## config.mk

```make
export PLATFORM = sky130hd
export DESIGN_NAME = vdram_host
export DESIGN_NICKNAME = d
export VERILOG_FILES = /design/src/logic/vdram_host_pkg.sv /design/src/logic/vdram_host.sv
export SDC_FILE = /design/constraint.sdc
export NUM_CORES = 1
export LEC_CHECK = 0
export BUFFER_PORTS_ARGS = -buffer_cell sky130_fd_sc_hd__buf_2
export CAP_MARGIN = 20
export CORE_ASPECT_RATIO = 0.9
export CORE_MARGIN = 3
export CORE_UTILIZATION = 60
export CTS_CLUSTER_DIAMETER = 40
export DETAILED_ROUTE_END_ITERATION = 8
export PLACE_DENSITY = 0.86
export SYNTH_ARGS = -nofsm -noshare
export SYNTH_HDL_FRONTEND = slang
export SYNTH_SLANG_ARGS = --single-unit
```

## constraint.sdc

```tcl
create_clock -name clk -period 4.11 [get_ports clk]
set_input_delay 0.2055 -clock clk [delete_from_list [all_inputs] [get_ports clk]]
set_output_delay 0.2055 -clock clk [all_outputs]
set_load 0.1 [all_outputs]
```

## src/logic/vdram_host_pkg.sv

```systemverilog
package vdram_host_pkg;

  // ==========================================================
  // Timing figures and derived cycle counts
  localparam int CLK_PERIOD_NS = 10;
  localparam int T_RAS_NS = 100;
  localparam int T_RCD_NS = 20;
  localparam int T_RP_NS = 70;
  localparam int T_CSR_NS = 10;
  localparam int T_REF_MS = 8;
  localparam int REF_ROWS = 512;
  localparam int RAS_CYCLES = (T_RAS_NS + CLK_PERIOD_NS - 1) / CLK_PERIOD_NS;
  localparam int RCD_CYCLES = (T_RCD_NS + CLK_PERIOD_NS - 1) / CLK_PERIOD_NS;
  localparam int RP_CYCLES = (T_RP_NS + CLK_PERIOD_NS - 1) / CLK_PERIOD_NS;
  localparam int CSR_CYCLES = (T_CSR_NS + CLK_PERIOD_NS - 1) / CLK_PERIOD_NS;
  localparam int REF_INTERVAL_CYCLES =
    (T_REF_MS * 1000000 / CLK_PERIOD_NS) / REF_ROWS;
  localparam int TIMER_W = 12;

  // ==========================================================
  // Geometry and reset values
  localparam int ADDR_W = 9;
  localparam int SDATA_W = 4;
  localparam int FIFO_DEPTH = 32;
  localparam logic [8:0] BUF_LAST = 9'h1FF;
  localparam logic [8:0] BUF_FIRST = 9'h000;
  localparam logic PORT_OUT_RESET = 1'b1;

  // ==========================================================
  // Commands and carriers
  typedef enum logic [2:0] {
    op_read_xfer,
    op_pseudo_xfer,
    op_write_xfer,
    op_split_write,
    op_row_refresh,
    op_counter_refresh
  } op_t;

  typedef struct packed {
    op_t op;
    logic [ADDR_W-1:0] row;
    logic [ADDR_W-1:0] col;
  } cmd_t;

  typedef struct packed {
    logic mask;
    logic [SDATA_W-1:0] data;
  } serial_word_t;

endpackage

```

## src/logic/vdram_host.sv

```systemverilog
// Contract
// - No serial clock pulse while row strobe is low in plain write transfers.
// - Split write keeps serial pin direction; pseudo transfer first if output.
// - Pseudo transfer precedes split write of buffer data loaded by a read.
// - Split write row MSB equals the MSB of the originating read transfer.
// - Every one of 512 rows refreshed at least once per 8 ms.
// - Row-only refresh: row address given, column strobe high, transfer high.
// - Split write: column high, transfer low, write low, select high.
`timescale 1ns/1ps
`default_nettype none

// ============================================================
// Serial word buffer
module stream_fifo #(
  parameter int WIDTH = 5,
  parameter int DEPTH = 32
) (
  // Clock and reset
  input wire logic clk,
  input wire logic reset,
  // Fill side
  input wire logic in_valid,
  output logic in_ready,
  input wire logic [WIDTH-1:0] in_data,
  // Drain side
  output logic out_valid,
  input wire logic out_ready,
  output logic [WIDTH-1:0] out_data
);
  localparam int AW = $clog2(DEPTH);
  logic [WIDTH-1:0] mem [DEPTH];
  logic [AW-1:0] wr_ptr;
  logic [AW-1:0] rd_ptr;
  logic [AW:0] count;
  logic push;
  logic pop;

  assign in_ready = count != (AW+1)'(DEPTH);
  assign out_valid = count != '0;
  assign out_data = mem[rd_ptr];
  assign push = in_valid && in_ready;
  assign pop = out_valid && out_ready;

  always_ff @(posedge clk) begin
    if (push) begin
      mem[wr_ptr] <= in_data;
    end
  end

  always_ff @(posedge clk) begin
    if (reset) begin
      wr_ptr <= '0;
      rd_ptr <= '0;
      count <= '0;
    end else begin
      if (push) begin
        wr_ptr <= wr_ptr + 1'b1;
      end
      if (pop) begin
        rd_ptr <= rd_ptr + 1'b1;
      end
      count <= count + (AW+1)'(push) - (AW+1)'(pop);
    end
  end
endmodule // stream_fifo

// ============================================================
// Video DRAM controller
module vdram_host #(
  parameter int FIFO_DEPTH = vdram_host_pkg::FIFO_DEPTH
) (
  // Clock and reset
  input wire logic clk,
  input wire logic reset,
  // Transfer command port
  input wire logic cmd_valid,
  output logic cmd_ready,
  input wire vdram_host_pkg::cmd_t cmd,
  // Serial write stream
  input wire logic wr_valid,
  output logic wr_ready,
  input wire vdram_host_pkg::serial_word_t wr_word,
  // Serial read stream
  input wire logic rd_enable,
  input wire logic rd_float,
  output logic rd_valid,
  output logic [vdram_host_pkg::SDATA_W-1:0] rd_data,
  // Status
  output logic port_is_output,
  output logic [vdram_host_pkg::ADDR_W-1:0] serial_pointer,
  // Memory pins
  output logic ras_n,
  output logic cas_n,
  output logic we_n,
  output logic transfer_output_enable,
  output logic special_function_select,
  output logic [vdram_host_pkg::ADDR_W-1:0] addr,
  output logic serial_shift_clock,
  output logic serial_enable_low,
  input wire logic [vdram_host_pkg::SDATA_W-1:0] sdata_in,
  output logic [vdram_host_pkg::SDATA_W-1:0] sdata_out,
  output logic sdata_oe
);
  typedef enum logic [2:0] {
    st_idle, st_setup, st_row, st_col, st_xfer_up, st_precharge
  } state_t;

  state_t state;
  vdram_host_pkg::cmd_t cur;
  logic chain_split;
  logic [vdram_host_pkg::TIMER_W-1:0] timer;
  logic [vdram_host_pkg::TIMER_W-1:0] ref_timer;
  logic refresh_due;
  logic buffer_from_read;
  logic read_row_msb;
  logic row_msb_locked;
  logic take_cmd;
  logic take_refresh;
  logic cycle_blocks_serial;
  logic [1:0] ser_phase;
  logic ser_masked;
  logic fifo_valid;
  logic fifo_pop;
  vdram_host_pkg::serial_word_t fifo_word;

  function automatic logic [vdram_host_pkg::TIMER_W-1:0] cycles(input int n);
    cycles = vdram_host_pkg::TIMER_W'(n - 1);
  endfunction

  function automatic logic is_xfer(input vdram_host_pkg::op_t op);
    is_xfer = op inside {vdram_host_pkg::op_read_xfer,
      vdram_host_pkg::op_pseudo_xfer, vdram_host_pkg::op_write_xfer,
      vdram_host_pkg::op_split_write};
  endfunction

  // ==========================================================
  // Serial data buffer
  stream_fifo #(
    .WIDTH($bits(vdram_host_pkg::serial_word_t)),
    .DEPTH(FIFO_DEPTH)
  ) u_fifo (
    .clk(clk),
    .reset(reset),
    .in_valid(wr_valid),
    .in_ready(wr_ready),
    .in_data(wr_word),
    .out_valid(fifo_valid),
    .out_ready(fifo_pop),
    .out_data(fifo_word)
  );

  // ==========================================================
  // Refresh interval timer
  always_ff @(posedge clk) begin
    if (reset) begin
      ref_timer <= '0;
      refresh_due <= 1'b0;
    end else begin
      if (ref_timer == cycles(vdram_host_pkg::REF_INTERVAL_CYCLES)) begin
        ref_timer <= '0;
        refresh_due <= 1'b1;
      end else begin
        ref_timer <= ref_timer + 1'b1;
        if (take_refresh) begin
          refresh_due <= 1'b0;
        end
      end
    end
  end

  // ==========================================================
  // Row strobe cycle sequencer
  assign take_refresh = state == st_idle && refresh_due;
  assign take_cmd = state == st_idle && !refresh_due && cmd_valid;
  assign cmd_ready = state == st_idle && !refresh_due;

  always_ff @(posedge clk) begin
    if (reset) begin
      state <= st_idle;
      cur <= '0;
      chain_split <= 1'b0;
      timer <= '0;
    end else begin
      unique case (state)
        st_idle: begin
          if (take_refresh) begin
            cur.op <= vdram_host_pkg::op_counter_refresh;
            state <= st_setup;
            timer <= cycles(vdram_host_pkg::CSR_CYCLES);
          end else if (take_cmd) begin
            cur <= cmd;
            chain_split <= 1'b0;
            if (cmd.op == vdram_host_pkg::op_split_write &&
                (port_is_output || buffer_from_read)) begin
              cur.op <= vdram_host_pkg::op_pseudo_xfer;
              chain_split <= 1'b1;
            end
            state <= st_setup;
            timer <= cycles(vdram_host_pkg::CSR_CYCLES);
          end
        end
        st_setup: begin
          if (timer == '0) begin
            state <= st_row;
            timer <= cycles(vdram_host_pkg::RCD_CYCLES);
          end else begin
            timer <= timer - 1'b1;
          end
        end
        st_row: begin
          if (timer == '0) begin
            state <= st_col;
            timer <= cycles(vdram_host_pkg::RAS_CYCLES -
              vdram_host_pkg::RCD_CYCLES);
          end else begin
            timer <= timer - 1'b1;
          end
        end
        st_col: begin
          if (timer == '0) begin
            state <= st_xfer_up;
          end else begin
            timer <= timer - 1'b1;
          end
        end
        st_xfer_up: begin
          state <= st_precharge;
          timer <= cycles(vdram_host_pkg::RP_CYCLES);
        end
        st_precharge: begin
          if (timer != '0) begin
            timer <= timer - 1'b1;
          end else if (chain_split) begin
            cur.op <= vdram_host_pkg::op_split_write;
            chain_split <= 1'b0;
            state <= st_setup;
            timer <= cycles(vdram_host_pkg::CSR_CYCLES);
          end else begin
            state <= st_idle;
          end
        end
      endcase
    end
  end

  // ==========================================================
  // Serial port mode tracking
  always_ff @(posedge clk) begin
    if (reset) begin
      port_is_output <= vdram_host_pkg::PORT_OUT_RESET;
      buffer_from_read <= 1'b0;
      read_row_msb <= 1'b0;
      row_msb_locked <= 1'b0;
    end else if (state == st_xfer_up) begin
      unique case (cur.op)
        vdram_host_pkg::op_read_xfer: begin
          port_is_output <= 1'b1;
          buffer_from_read <= 1'b1;
          read_row_msb <= cur.row[vdram_host_pkg::ADDR_W-1];
          row_msb_locked <= 1'b1;
        end
        vdram_host_pkg::op_pseudo_xfer: begin
          port_is_output <= 1'b0;
          buffer_from_read <= 1'b0;
        end
        vdram_host_pkg::op_write_xfer: begin
          port_is_output <= 1'b0;
        end
        default: begin
        end
      endcase
    end
  end

  // ==========================================================
  // Memory strobes and address
  always_comb begin
    ras_n = !(state inside {st_row, st_col, st_xfer_up});
    cas_n = 1'b1;
    if (cur.op == vdram_host_pkg::op_counter_refresh) begin
      cas_n = !(state inside {st_setup, st_row, st_col});
    end else if (cur.op != vdram_host_pkg::op_row_refresh) begin
      cas_n = state != st_col;
    end
    transfer_output_enable = !(is_xfer(cur.op) &&
      state inside {st_setup, st_row, st_col});
    we_n = !(state inside {st_setup, st_row} &&
      cur.op inside {vdram_host_pkg::op_pseudo_xfer,
      vdram_host_pkg::op_write_xfer, vdram_host_pkg::op_split_write});
    special_function_select = state inside {st_setup, st_row} &&
      cur.op == vdram_host_pkg::op_split_write;
  end

  always_ff @(posedge clk) begin
    if (reset) begin
      addr <= '0;
    end else if (state == st_idle || state == st_setup) begin
      addr <= cur.row;
      if (cur.op == vdram_host_pkg::op_split_write && row_msb_locked) begin
        addr[vdram_host_pkg::ADDR_W-1] <= read_row_msb;
      end
    end else if (state == st_row) begin
      addr <= cur.col;
    end
  end

  // ==========================================================
  // Serial clock engine
  // A command taken on this edge also holds off a new serial word.
  assign cycle_blocks_serial = take_cmd || (state != st_idle &&
    is_xfer(cur.op) &&
    cur.op != vdram_host_pkg::op_split_write);
  assign fifo_pop = ser_phase == 2'h0 && !cycle_blocks_serial &&
    !port_is_output && fifo_valid;

  always_ff @(posedge clk) begin
    if (reset) begin
      ser_phase <= 2'h0;
      ser_masked <= 1'b0;
      sdata_out <= '0;
      serial_shift_clock <= 1'b0;
      serial_pointer <= vdram_host_pkg::BUF_FIRST;
      rd_valid <= 1'b0;
      rd_data <= '0;
    end else begin
      rd_valid <= 1'b0;
      unique case (ser_phase)
        2'h0: begin
          if (fifo_pop) begin
            sdata_out <= fifo_word.data;
            ser_masked <= fifo_word.mask;
            ser_phase <= 2'h1;
          end else if (!cycle_blocks_serial && port_is_output &&
                       rd_enable) begin
            ser_masked <= rd_float;
            ser_phase <= 2'h1;
          end
        end
        2'h1: begin
          serial_shift_clock <= 1'b1;
          if (serial_pointer == vdram_host_pkg::BUF_LAST) begin
            serial_pointer <= vdram_host_pkg::BUF_FIRST;
          end else begin
            serial_pointer <= serial_pointer + 1'b1;
          end
          ser_phase <= 2'h2;
        end
        2'h2: begin
          ser_phase <= 2'h3;
        end
        2'h3: begin
          serial_shift_clock <= 1'b0;
          if (port_is_output && !ser_masked) begin
            rd_valid <= 1'b1;
            rd_data <= sdata_in;
          end
          ser_phase <= 2'h0;
        end
      endcase
      if (state == st_xfer_up && is_xfer(cur.op) &&
          cur.op != vdram_host_pkg::op_split_write) begin
        serial_pointer <= cur.col;
      end
    end
  end

  // ==========================================================
  // Serial enable and pin direction
  always_comb begin
    if (state != st_idle && cur.op == vdram_host_pkg::op_pseudo_xfer) begin
      serial_enable_low = 1'b1;
    end else if (state != st_idle &&
                 cur.op == vdram_host_pkg::op_write_xfer) begin
      serial_enable_low = 1'b0;
    end else begin
      serial_enable_low = ser_phase != 2'h0 && ser_masked;
    end
    sdata_oe = !port_is_output;
  end
endmodule // vdram_host

`default_nettype wire

```

## Word-level counts from Yosys, hierarchy flattened

Memory sizes are Yosys's and may differ from the RTL's. A register that Yosys moved wholly into a read port is not among the register bits.
Index checks and enable logic that the tools add are counted.

| cells by class | value |
|---|---|
| add/subtract/negate cells | 7 |
| eq/ne operators | 30 |
| muxes and demuxes | 52 |
| bitwise gates (word level) | 2 |
| reduce and logical (&&, ||, !) cells | 69 |

Operators by type and width:

| cell | number |
|---|---|
| $mux 12 | 7 |
| $pmux 12 s6 | 1 |
| $mux 9 | 5 |
| $mux 3 | 10 |
| $logic_and 1x1->1 | 23 |
| $mux 21 | 1 |
| $reduce_bool 2->1 | 10 |
| $pmux 3 s6 | 1 |
| $mux 1 | 17 |
| $ne 2x2->1 const B | 8 |
| $eq 3x2->1 const B | 5 |
| $add 12x1->12 const B | 1 |
| $eq 12x11->1 const B | 1 |
| $logic_not 12->1 | 1 |
| $reduce_and 2->1 | 6 |
| $reduce_bool 12->1 | 1 |
| $reduce_bool 3->1 | 4 |
| $sub 12x1->12 const B | 1 |
| $add 5x1->5 const B | 2 |
| $mux 5 | 2 |
| $add 9x1->9 const B | 1 |
| $eq 3x3->1 const B | 3 |
| $eq 9x9->1 const B | 1 |
| $ne 3x3->1 const B | 3 |
| 23 further kinds | 45 |

| storage, ports and cells | value |
|---|---|
| flip-flop bits (word level) | 101 |
| memory bits (writable) | 160 |
| memories | 1 |

Memory list:

| name | words | width | rd ports | clocked after Yosys merged registers in | write ports | RTL line | source |
|---|---|---|---|---|---|---|---|
| u_fifo.mem | 32 | 5 | 1 | 1 | 1 | vdram_host.sv:31 | `logic [WIDTH-1:0] mem [DEPTH];` |

## Depth between registers and ports, before layout

Gate-level depths: netlist of the first run.

| depth | value |
|---|---|
| word-level depth | 12 |
| gate-level depth with buffers | 17 |
| gate-level depth less buffers | 16 |

## Hierarchy

From an unflattened synthesis of the first run, not the netlist that was laid out.

| second synthesis, totals | value |
|---|---|
| cells, all modules | 963 |
| area total of the unflattened synthesis | 11553.6 µm² |

Modules (own cells, without submodules):

| module | times used | cells an instance | area an instance (µm²) | seq. area each (µm²) |
|---|---|---|---|---|
| stream_fifo | 1 | 457 | 7405.9 | 5225.0 |
| vdram_host | 1 | 506 | 4147.7 | 1701.6 |

## Worst setup path before layout of the first run

No wires, ideal clock.

| timing path | value |
|---|---|
| path kind | register -> register |
| start point | register state[2] |
| end point | register u_fifo.count[4] |
| setup time | 0.128 ns |
| arrival | 4.083 ns |
| slack | -0.101 ns |
| cell stages (with the launch flop) | 16 |
| buffers on the path | 1 |
| clock period less this slack | 4.211 ns |
| cells stage by stage | dfxtp_1 > nor4_2 > and2_1 > a211oi_2 > buf_2 > ha_1 > inv_1 > ha_1 > inv_1 > fa_1 > inv_1 > a21oi_1 > nor2_1 > nor2_1 > xor2_1 > nor2_1 |

| between the ends | value |
|---|---|
| cells in the longest elaborated chain, start to end | 10 |
| elaborated cells on any way between the ends | 13 |
| classes of those cells | add/sub (1); reduce/logical (12) |

Ends and longest elaborated chain:

| item | RTL line | source |
|---|---|---|
| start: declaration | vdram_host.sv:108 | `state_t state;` |
| start signal: assignment | vdram_host.sv:179 | `state <= st_idle;` |
| start signal: assignment | vdram_host.sv:188 | `state <= st_setup;` |
| start signal: assignment | vdram_host.sv:198 | `state <= st_setup;` |
| $logic_not 3->1 | - |  |
| $logic_and 1x1->1 | - |  |
| via cmd_ready | vdram_host.sv:77 | `output logic cmd_ready,` |
| $logic_and 1x1->1 | vdram_host.sv:174 | `assign take_cmd = state == st_idle && !refresh_due && cmd_valid;` |
| $logic_or 1x1->1 | vdram_host.sv:310 | `assign cycle_blocks_serial = take_cmd \|\| (state != st_idle &&` |
| $logic_not 1->1 | vdram_host.sv:313 | `assign fifo_pop = ser_phase == 2'h0 && !cycle_blocks_serial &&` |
| $logic_and 1x1->1 (2 in series) | vdram_host.sv:313 |  |
| $logic_and 1x1->1 | vdram_host.sv:314 | `!port_is_output && fifo_valid;` |
| $logic_and 1x1->1 | vdram_host.sv:42 | `assign pop = out_valid && out_ready;` |
| via u_fifo.pop | vdram_host.sv:36 | `logic pop;` |
| $sub 6x1->6 | vdram_host.sv:62 | `count <= count + (AW+1)'(push) - (AW+1)'(pop);` |
| end signal: assignment | vdram_host.sv:62 |  |
| end: declaration | vdram_host.sv:34 | `logic [AW:0] count;` |

The timed path passes the listed nets, and every way through them passes these cells.
A chain may end at the register's enable or synchronous reset.

## Worst setup path in the final report of the first run

| timing path | value |
|---|---|
| start point | register state[0] |
| end point | register u_fifo.count[4] |

| between the ends | value |
|---|---|
| cells in the longest elaborated chain, start to end | 10 |
| elaborated cells on any way between the ends | 13 |
| classes of those cells | add/sub (1); reduce/logical (12) |

Ends and longest elaborated chain:

| item | RTL line |
|---|---|
| $logic_not 3->1 or $reduce_bool 3->1 (tied branches) | vdram_host.sv:174, vdram_host.sv:310 |
| $logic_and 1x1->1, on equally long branches | vdram_host.sv:174, vdram_host.sv:310 |
| $logic_and 1x1->1, on equally long branches | vdram_host.sv:174, vdram_host.sv:311 |
| $logic_or 1x1->1 (*) | vdram_host.sv:310 |
| $logic_not 1->1 (*) | vdram_host.sv:313 |
| $logic_and 1x1->1 (*) (2 in series) | vdram_host.sv:313 |
| $logic_and 1x1->1 (*) | vdram_host.sv:314 |
| $logic_and 1x1->1 (*) | vdram_host.sv:42 |
| $sub 6x1->6 (*) | vdram_host.sv:62 |

Mark *: on every way between the ends. The rest lies on a longest branch, timed or not.

==> qor.txt, run 1 <==
CTS buffer count - 29
post-synthesis async set-or-reset flop share - 0%
Post-synth EDFFs - 160
syn_nets - 1008
H-tree depth - 1
Peak VDD IR - 0.419 mV
CP max stage delay - 0.68 ns
Hold Crit Class - primary input to flip-flop
first-pass detailed-route iteration total - 5
worst reg-to-reg path cell count - 15
Pwr Density - 596 nW/um^2
synthesized area - 11400 um^2
clk sink count - 266
post-synthesis sequential area ratio - 60.6%
Int Power - 5.24 mW
largest net degree at the start of global routing - 55
CP required - 4.50 ns
register bit total from synthesis - 266
Ant. Diodes - 0
Finished Layout Cells - 1302
TritonCTS clock tree - built
top cell type by total area after synthesis - edfxtp_1
Min Clock Period, post-route - 3.50 ns
Max Slew Vio Count - 0
Highest Clock Rate - 286 MHz
total number of vias - 7932
cell-by-cell trace of the critical path - nor4_4 > and2_1 > a211oi_2 > buf_4 > ha_1 > inv_1 > ha_1 > inv_1 > fa_1 > inv_1 > a21oi_1 > nor2_1 > nor2_1 > xor2_1 > nor2_1
commonest cells in the netlist - 160 x edfxtp_1, 126 x nor2_1, 106 x dfxtp_1
cell area after layout - 13200 um^2
Placed Area - 12000 um^2
CTS root buffer - clkbuf_16
gr usage total - 24.7%
power share of the sequential group - 40.7%
Place WS - 0.724 ns
Skew-Pair Late Insertion Delay - 0.54 ns
post-synthesis cell count - 948
RSZ-0062 raised after global routing - no
critical path startpoint category - flip-flop
initial antenna violation count - 0
period utilisation layout - 85.1%
Synth area leaders - edfxtp_1 42%, dfxtp_1 19%, mux4_2 4.9%
area delta synth->final - 15.0%
post-detail-place hpwl - 16300 um
top-count cell post-synth - edfxtp_1
Hold Path End - ser_masked
Setup Fix Bufs, Post-CTS - 0
Net Sw Frac - 33.2%
GRT overflow - 0
IO Pins - 74
mux cell area share after synthesis - 8.16%
Total Nets Final - 1094
XOR/XNOR share of the synthesized area - 2.30%
number of global-route vias before repair - 7649
Ys Warns - 0
final hold violations - 0
Final WS setup - 0.614 ns
Crit Path Max Fanout - 20
antenna-violating nets left - 0
Die ar. - 20800 um^2
main combinational cell family by area after synthesis - simple AND/OR/NAND/NOR gates
wire length of the first global-routing pass - 40200 um
Die Height - 137 um
placed cell count - 1226
Synth top area share - 42.0%
total power - 7.84 mW
count of input and output buffers - 73
Die X - 152 um
P_sw - 2.60 mW
Gate power share - 26.1%
Post-Synth Adder-Cell Area - 2.69%
Layout Skew - 0.0279 ns
reg-to-reg slack, setup - 0.61 ns
clock slew at reported path FFs - 0.06 ns
Leak Pwr - 4.65 nW
final setup fails - 0
Worst path slowest cell - and2_1
count of cell types in the netlist - 71
final wirelength - 25800 um
arrival time worst endpoint - 3.88 ns
Main synth FF type - edfxtp_1
GP Congestion - 0.867
drt first-iter violations - 749
hold depth - 3
Vias per Instance - 6.09
layout cells sized above 1 - 17.4%
Rel. slew slack - 40.3%
Core Footprint - 18500 um^2
status - complete, no violations
hold path startpoint - rd_float
Site Rows - 47
setup TNS - 0 ns
Crit Path Category - flip-flop to flip-flop
Initial Utilization - 61.7%
clock tree buffer depth - 3
DRC - 0
mean routed wirelength per cell - 19.8 um
post-synthesis simple-gate area fraction - 13.2%
maxcap violations - 0
pin slew with the least headroom to its limit - 0.894 ns
Syn Area/Cell - 12.1 um^2
Compound-Gate Fraction of Synth Area - 9.99%
worst r2r src - state[0]
Clk pwr share - 33.1%
R2R Path End - u_fifo.count[4]
endpoint class of the critical path - flip-flop
## per-layer routing
layer	wire length, um	vias up	track usage (%)
met5	0	-	0
met4	722	0	7.73
met3	1840	61	4.47
met2	13000	362	41.9
met1	10200	3866	32.6
li1	-	3643	-
## worst max-delay path: cells and delay by family, from the launching register on
family	cells	cell delay, ns
flip-flops	1	0.50
buffers and inverters	4	0.43
AO/OA/AOI/OAI	2	0.11
AND/OR/NAND/NOR	5	1.23
adder cells (fa/ha/maj)	3	0.87
XOR/XNOR	1	0.20
## cell usage in the layout (no fill, tap or decap), types with 9 or more instances in the layout
master         netlist  layout
nor2_1             126     126
mux2i_1             37      37
xor2_1              22      22
a221o_1             10      10
o21ai_0             37      37
mux4_2              25      25
ha_1                23      23
nor3_1              12      12
a211oi_1            14      14
clkbuf_16            0      30
nand3_1             12      12
edfxtp_1           160     160
buf_2                8      73
a21oi_1             49      49
buf_4                2       9
inv_1               31      31
nand2_1             85      85
a311oi_1            14      14
dfxtp_1            106     105
nor2b_1              9       9
dlygate4sd3_1        0      22
## how the worst max path moves through the flow
stage / start / to / slack, ns / depth (start not counted)
after global routing: state[0] / u_fifo.count[4] / 0.43 / 15
after detailed placement: state[0] / u_fifo.count[4] / 0.72 / 15
after floorplan: state[2] / u_fifo.count[4] / 0.62 / 15
after CTS: state[0] / u_fifo.count[4] / 0.65 / 15
final: state[0] / u_fifo.count[4] / 0.61 / 15
after global placement: state[0] / u_fifo.count[4] / 0.86 / 15
## stage by stage
step | utilization (%) | hold WS (ns)
after floorplan | - | 0.304
after global routing | 71.0 | 0.0740
after detailed placement | 64.5 | 0.446
after CTS | 71.0 | 0.0532
after global placement | 64.5 | 0.439
final | 71.0 | 0.0822
## state kept, by name, indices dropped and copies added, names as in the netlist, 5 cells and up, named ones only
name,cells
addr,9
cur,21
ref_timer,12
serial_pointer,9
timer,12
u_fifo.count,6
u_fifo.mem,160
u_fifo.rd_ptr,5
u_fifo.wr_ptr,5
## power by group through the flow
stage / logic [mW] / clock network, mW / registers, mW
CTS: 2.03 / 2.62 / 3.19
global route: 2.22 / 2.73 / 3.22
detailed placement: 1.99 / 0 / 3.24
finish: 2.05 / 2.60 / 3.19
global placement: 1.93 / 0 / 3.23
floorplan: 1.42 / 0 / 3.43
## final cells by class
cell class	count	area, um^2
clock inverter	14	141
timing repair buffer	104	653
clock buffer	40	838
tap	245	307
multi-input combinational	602	4170
sequential	266	6930
inverter	31	116
fill	1148	5370
## repair_timing
item,CTS,global route
endpoints found under the hold margin,22,0
hold buffers,22,0
resized for setup,0,0
endpoints found under the setup margin,0,0
## cell families (layout without fill, tap and decap cells)
kind of cell               count (synthesis)  after routing
adders and majority gates                 24             24
DFF                                      266            266
muxes                                     62             62
and+or+nand+nor                          315            315
buffers and inverters                     80            189
xor gates and xnor gates                  30             30
AOI/OAI and AO/OA                        171            171
Power figures use the tool's default switching activity.
==> run 2, diff against run 1 <==
CORE_UTILIZATION = 55   (was 60)
MAX_ROUTING_LAYER = met4   (was unset)
PLACE_DENSITY = 0.83   (was 0.86)
clock period = 2.9 ns   (was 4.11 ns; I/O delays follow)
==> run 2 against run 1 <==
- combinational power up 44%
- worst setup slack worse by 0.49 ns
- hold slack better by 0.012 ns
- wire length down 0.68%
- register-to-register slack worse by 0.49 ns
- first-iteration DRC count up 23%
==> qor.txt, run 2 (synthesis gave the netlist of run 1 again) <==
largest net degree at the start of global routing - 33 (-40%)
Ant. Diodes - 0 (unchanged)
GP Congestion - 0.879 (+1.4%)
layout cells sized above 1 - 18.9% (+1.5 points)
Site Rows - 49 (+4.3%)
TritonCTS clock tree - built
Leak Pwr - 4.68 nW (+0.71%)
utilization after layout - 65.8% (-5.2 points)
Rel. slew slack - 55.8% (+16 points)
final hold violations - 0 (unchanged)
number of global-route vias before repair - 7590 (-0.77%)
first-pass detailed-route iteration total - 8 (+3)
GRT overflow - 0 (unchanged)
Final WS setup - 0.128 ns (-0.486 ns)
total power - 11.0 mW (+40%)
Crit Path Category - flip-flop to flip-flop
critical path startpoint category - flip-flop
CTS buffer count - 30 (+3.4%)
Crit Path Max Fanout - 5 (-75%)
Pwr Density - 829 nW/um^2 (+39%)
Die ar. - 22600 um^2 (+8.7%)
mean routed wirelength per cell - 19.3 um (-2.5%)
H-tree depth - 1 (unchanged)
post-detail-place hpwl - 16300 um (about the same)
DRC - 0 (unchanged)
Die X - 158 um (+4.3%)
status - complete, no violations
clk sink count - 266 (unchanged)
Skew-Pair Late Insertion Delay - 0.56 ns (+0.02 ns)
final wirelength - 25600 um (-0.68%)
CTS root buffer - clkbuf_16
wire length of the first global-routing pass - 40500 um (+0.69%)
hold depth - 2 (-1)
total number of vias - 7869 (-0.79%)
CP required - 3.32 ns (-1.18 ns)
Initial Utilization - 56.7% (-5.0 points)
WHS - 0.0942 ns (+0.0120 ns)
pin slew with the least headroom to its limit - 0.662 ns (-0.232 ns)
drt first-iter violations - 920 (+23%)
IO Pins - 74 (unchanged)
Die Height - 143 um (+4.2%)
Layout Skew - 0.0334 ns (+0.00554 ns)
Hold Crit Class - primary input to flip-flop
Biggest register - u_fifo.mem
worst reg-to-reg path cell count - 16 (+1)
clock tree buffer depth - 3 (unchanged)
Highest Clock Rate - 361 MHz (+26%)
Finished Layout Cells - 1327 (+1.9%)
Setup Fix Bufs, Post-CTS - 0 (unchanged)
Total Nets Final - 1108 (+1.3%)
cell area after layout - 13300 um^2 (+0.97%)
gr usage total - 23.4% (-1.2 points)
period utilisation layout - 95.6% (+11 points)
initial antenna violation count - 0 (unchanged)
maxcap violations - 0 (unchanged)
top flop regs - u_fifo.mem x160, cur x21
setup TNS - 0 ns (unchanged)
placed cell count - 1247 (+1.7%)
clock slew at reported path FFs - 0.06 ns (about the same)
Core Footprint - 20200 um^2 (+8.9%)
count of input and output buffers - 73 (unchanged)
commonest non-fill, non-tap cell in the layout - edfxtp_1
Vias per Instance - 5.93 (-2.7%)
RSZ-0062 raised after global routing - no
Peak VDD IR - 0.689 mV (+64%)
Min Clock Period, post-route - 2.77 ns (-0.724 ns)
area delta synth->final - 16.1%
Place WS - 0.196 ns (-0.528 ns)
arrival time worst endpoint - 3.19 ns (-0.69 ns)
endpoint class of the critical path - flip-flop
max reg flops - 160 (unchanged)
antenna-violating nets left - 0 (unchanged)
commonest cells after routing, fill and taps aside - 160 x edfxtp_1, 126 x nor2_1, 103 x dfxtp_1, 85 x nand2_1, 73 x buf_2
final setup fails - 0 (unchanged)
Placed Area - 12100 um^2 (+1.2%)
Max Slew Vio Count - 0 (unchanged)
[run 2: power breakdown]
part           total (mW)  switching (mW)  internal, mW  leakage (nW)
Sequential           4.51           0.238          4.27          2.31
Clock                3.54            1.52          2.02         0.445
Combinational        2.95            1.98         0.974          1.93
Total                11.0            3.74          7.27          4.68
[run 2: critical path, stage by stage (launching register included)]
cell      delay [ns]
dfxtp_1         0.33
inv_1           0.10
ha_1            0.25
inv_1           0.10
a211o_1         0.29
a211oi_4        0.22
ha_4            0.24
inv_2           0.06
ha_4            0.13
inv_2           0.04
fa_2            0.36
inv_1           0.06
a21oi_1         0.05
nor2_1          0.12
nor2_1          0.08
xor2_1          0.14
nor2_1          0.05
[run 2: timing repair]
item,4_1_cts,5_1_grt
endpoints found under the hold margin,24,0
setup endpoints to repair,0,1
hold buffers,24,0
gates resized for setup,0,0
[run 2: final cells by class]
type,instances,area (um^2)
sequential,266,6940
timing repair buffer,117,756
fill,1406,6890
clock inverter,21,176
inverter,31,116
multi-input combinational,602,4210
clock buffer,35,769
tap,255,319
[run 2: final timing paths]
path / start / endpoint / slack [ns]
worst max-delay path: ser_phase[0] / u_fifo.count[4] / 0.13
worst min-delay path: reset / cur[18] / 0.09
worst max register to register: ser_phase[0] / u_fifo.count[4] / 0.13
worst min register to register: cur[12] / cur[12] / 0.46
[run 2: layer usage]
metal  global-route usage (%)  share of wire, %  vias to the layer above
met4                     5.57               2.2                        0
met1                     31.0                41                     3810
met5                        -                 0                        -
li1                         -                 -                     3678
met2                     38.4                49                      331
met3                     3.91               7.7                       50
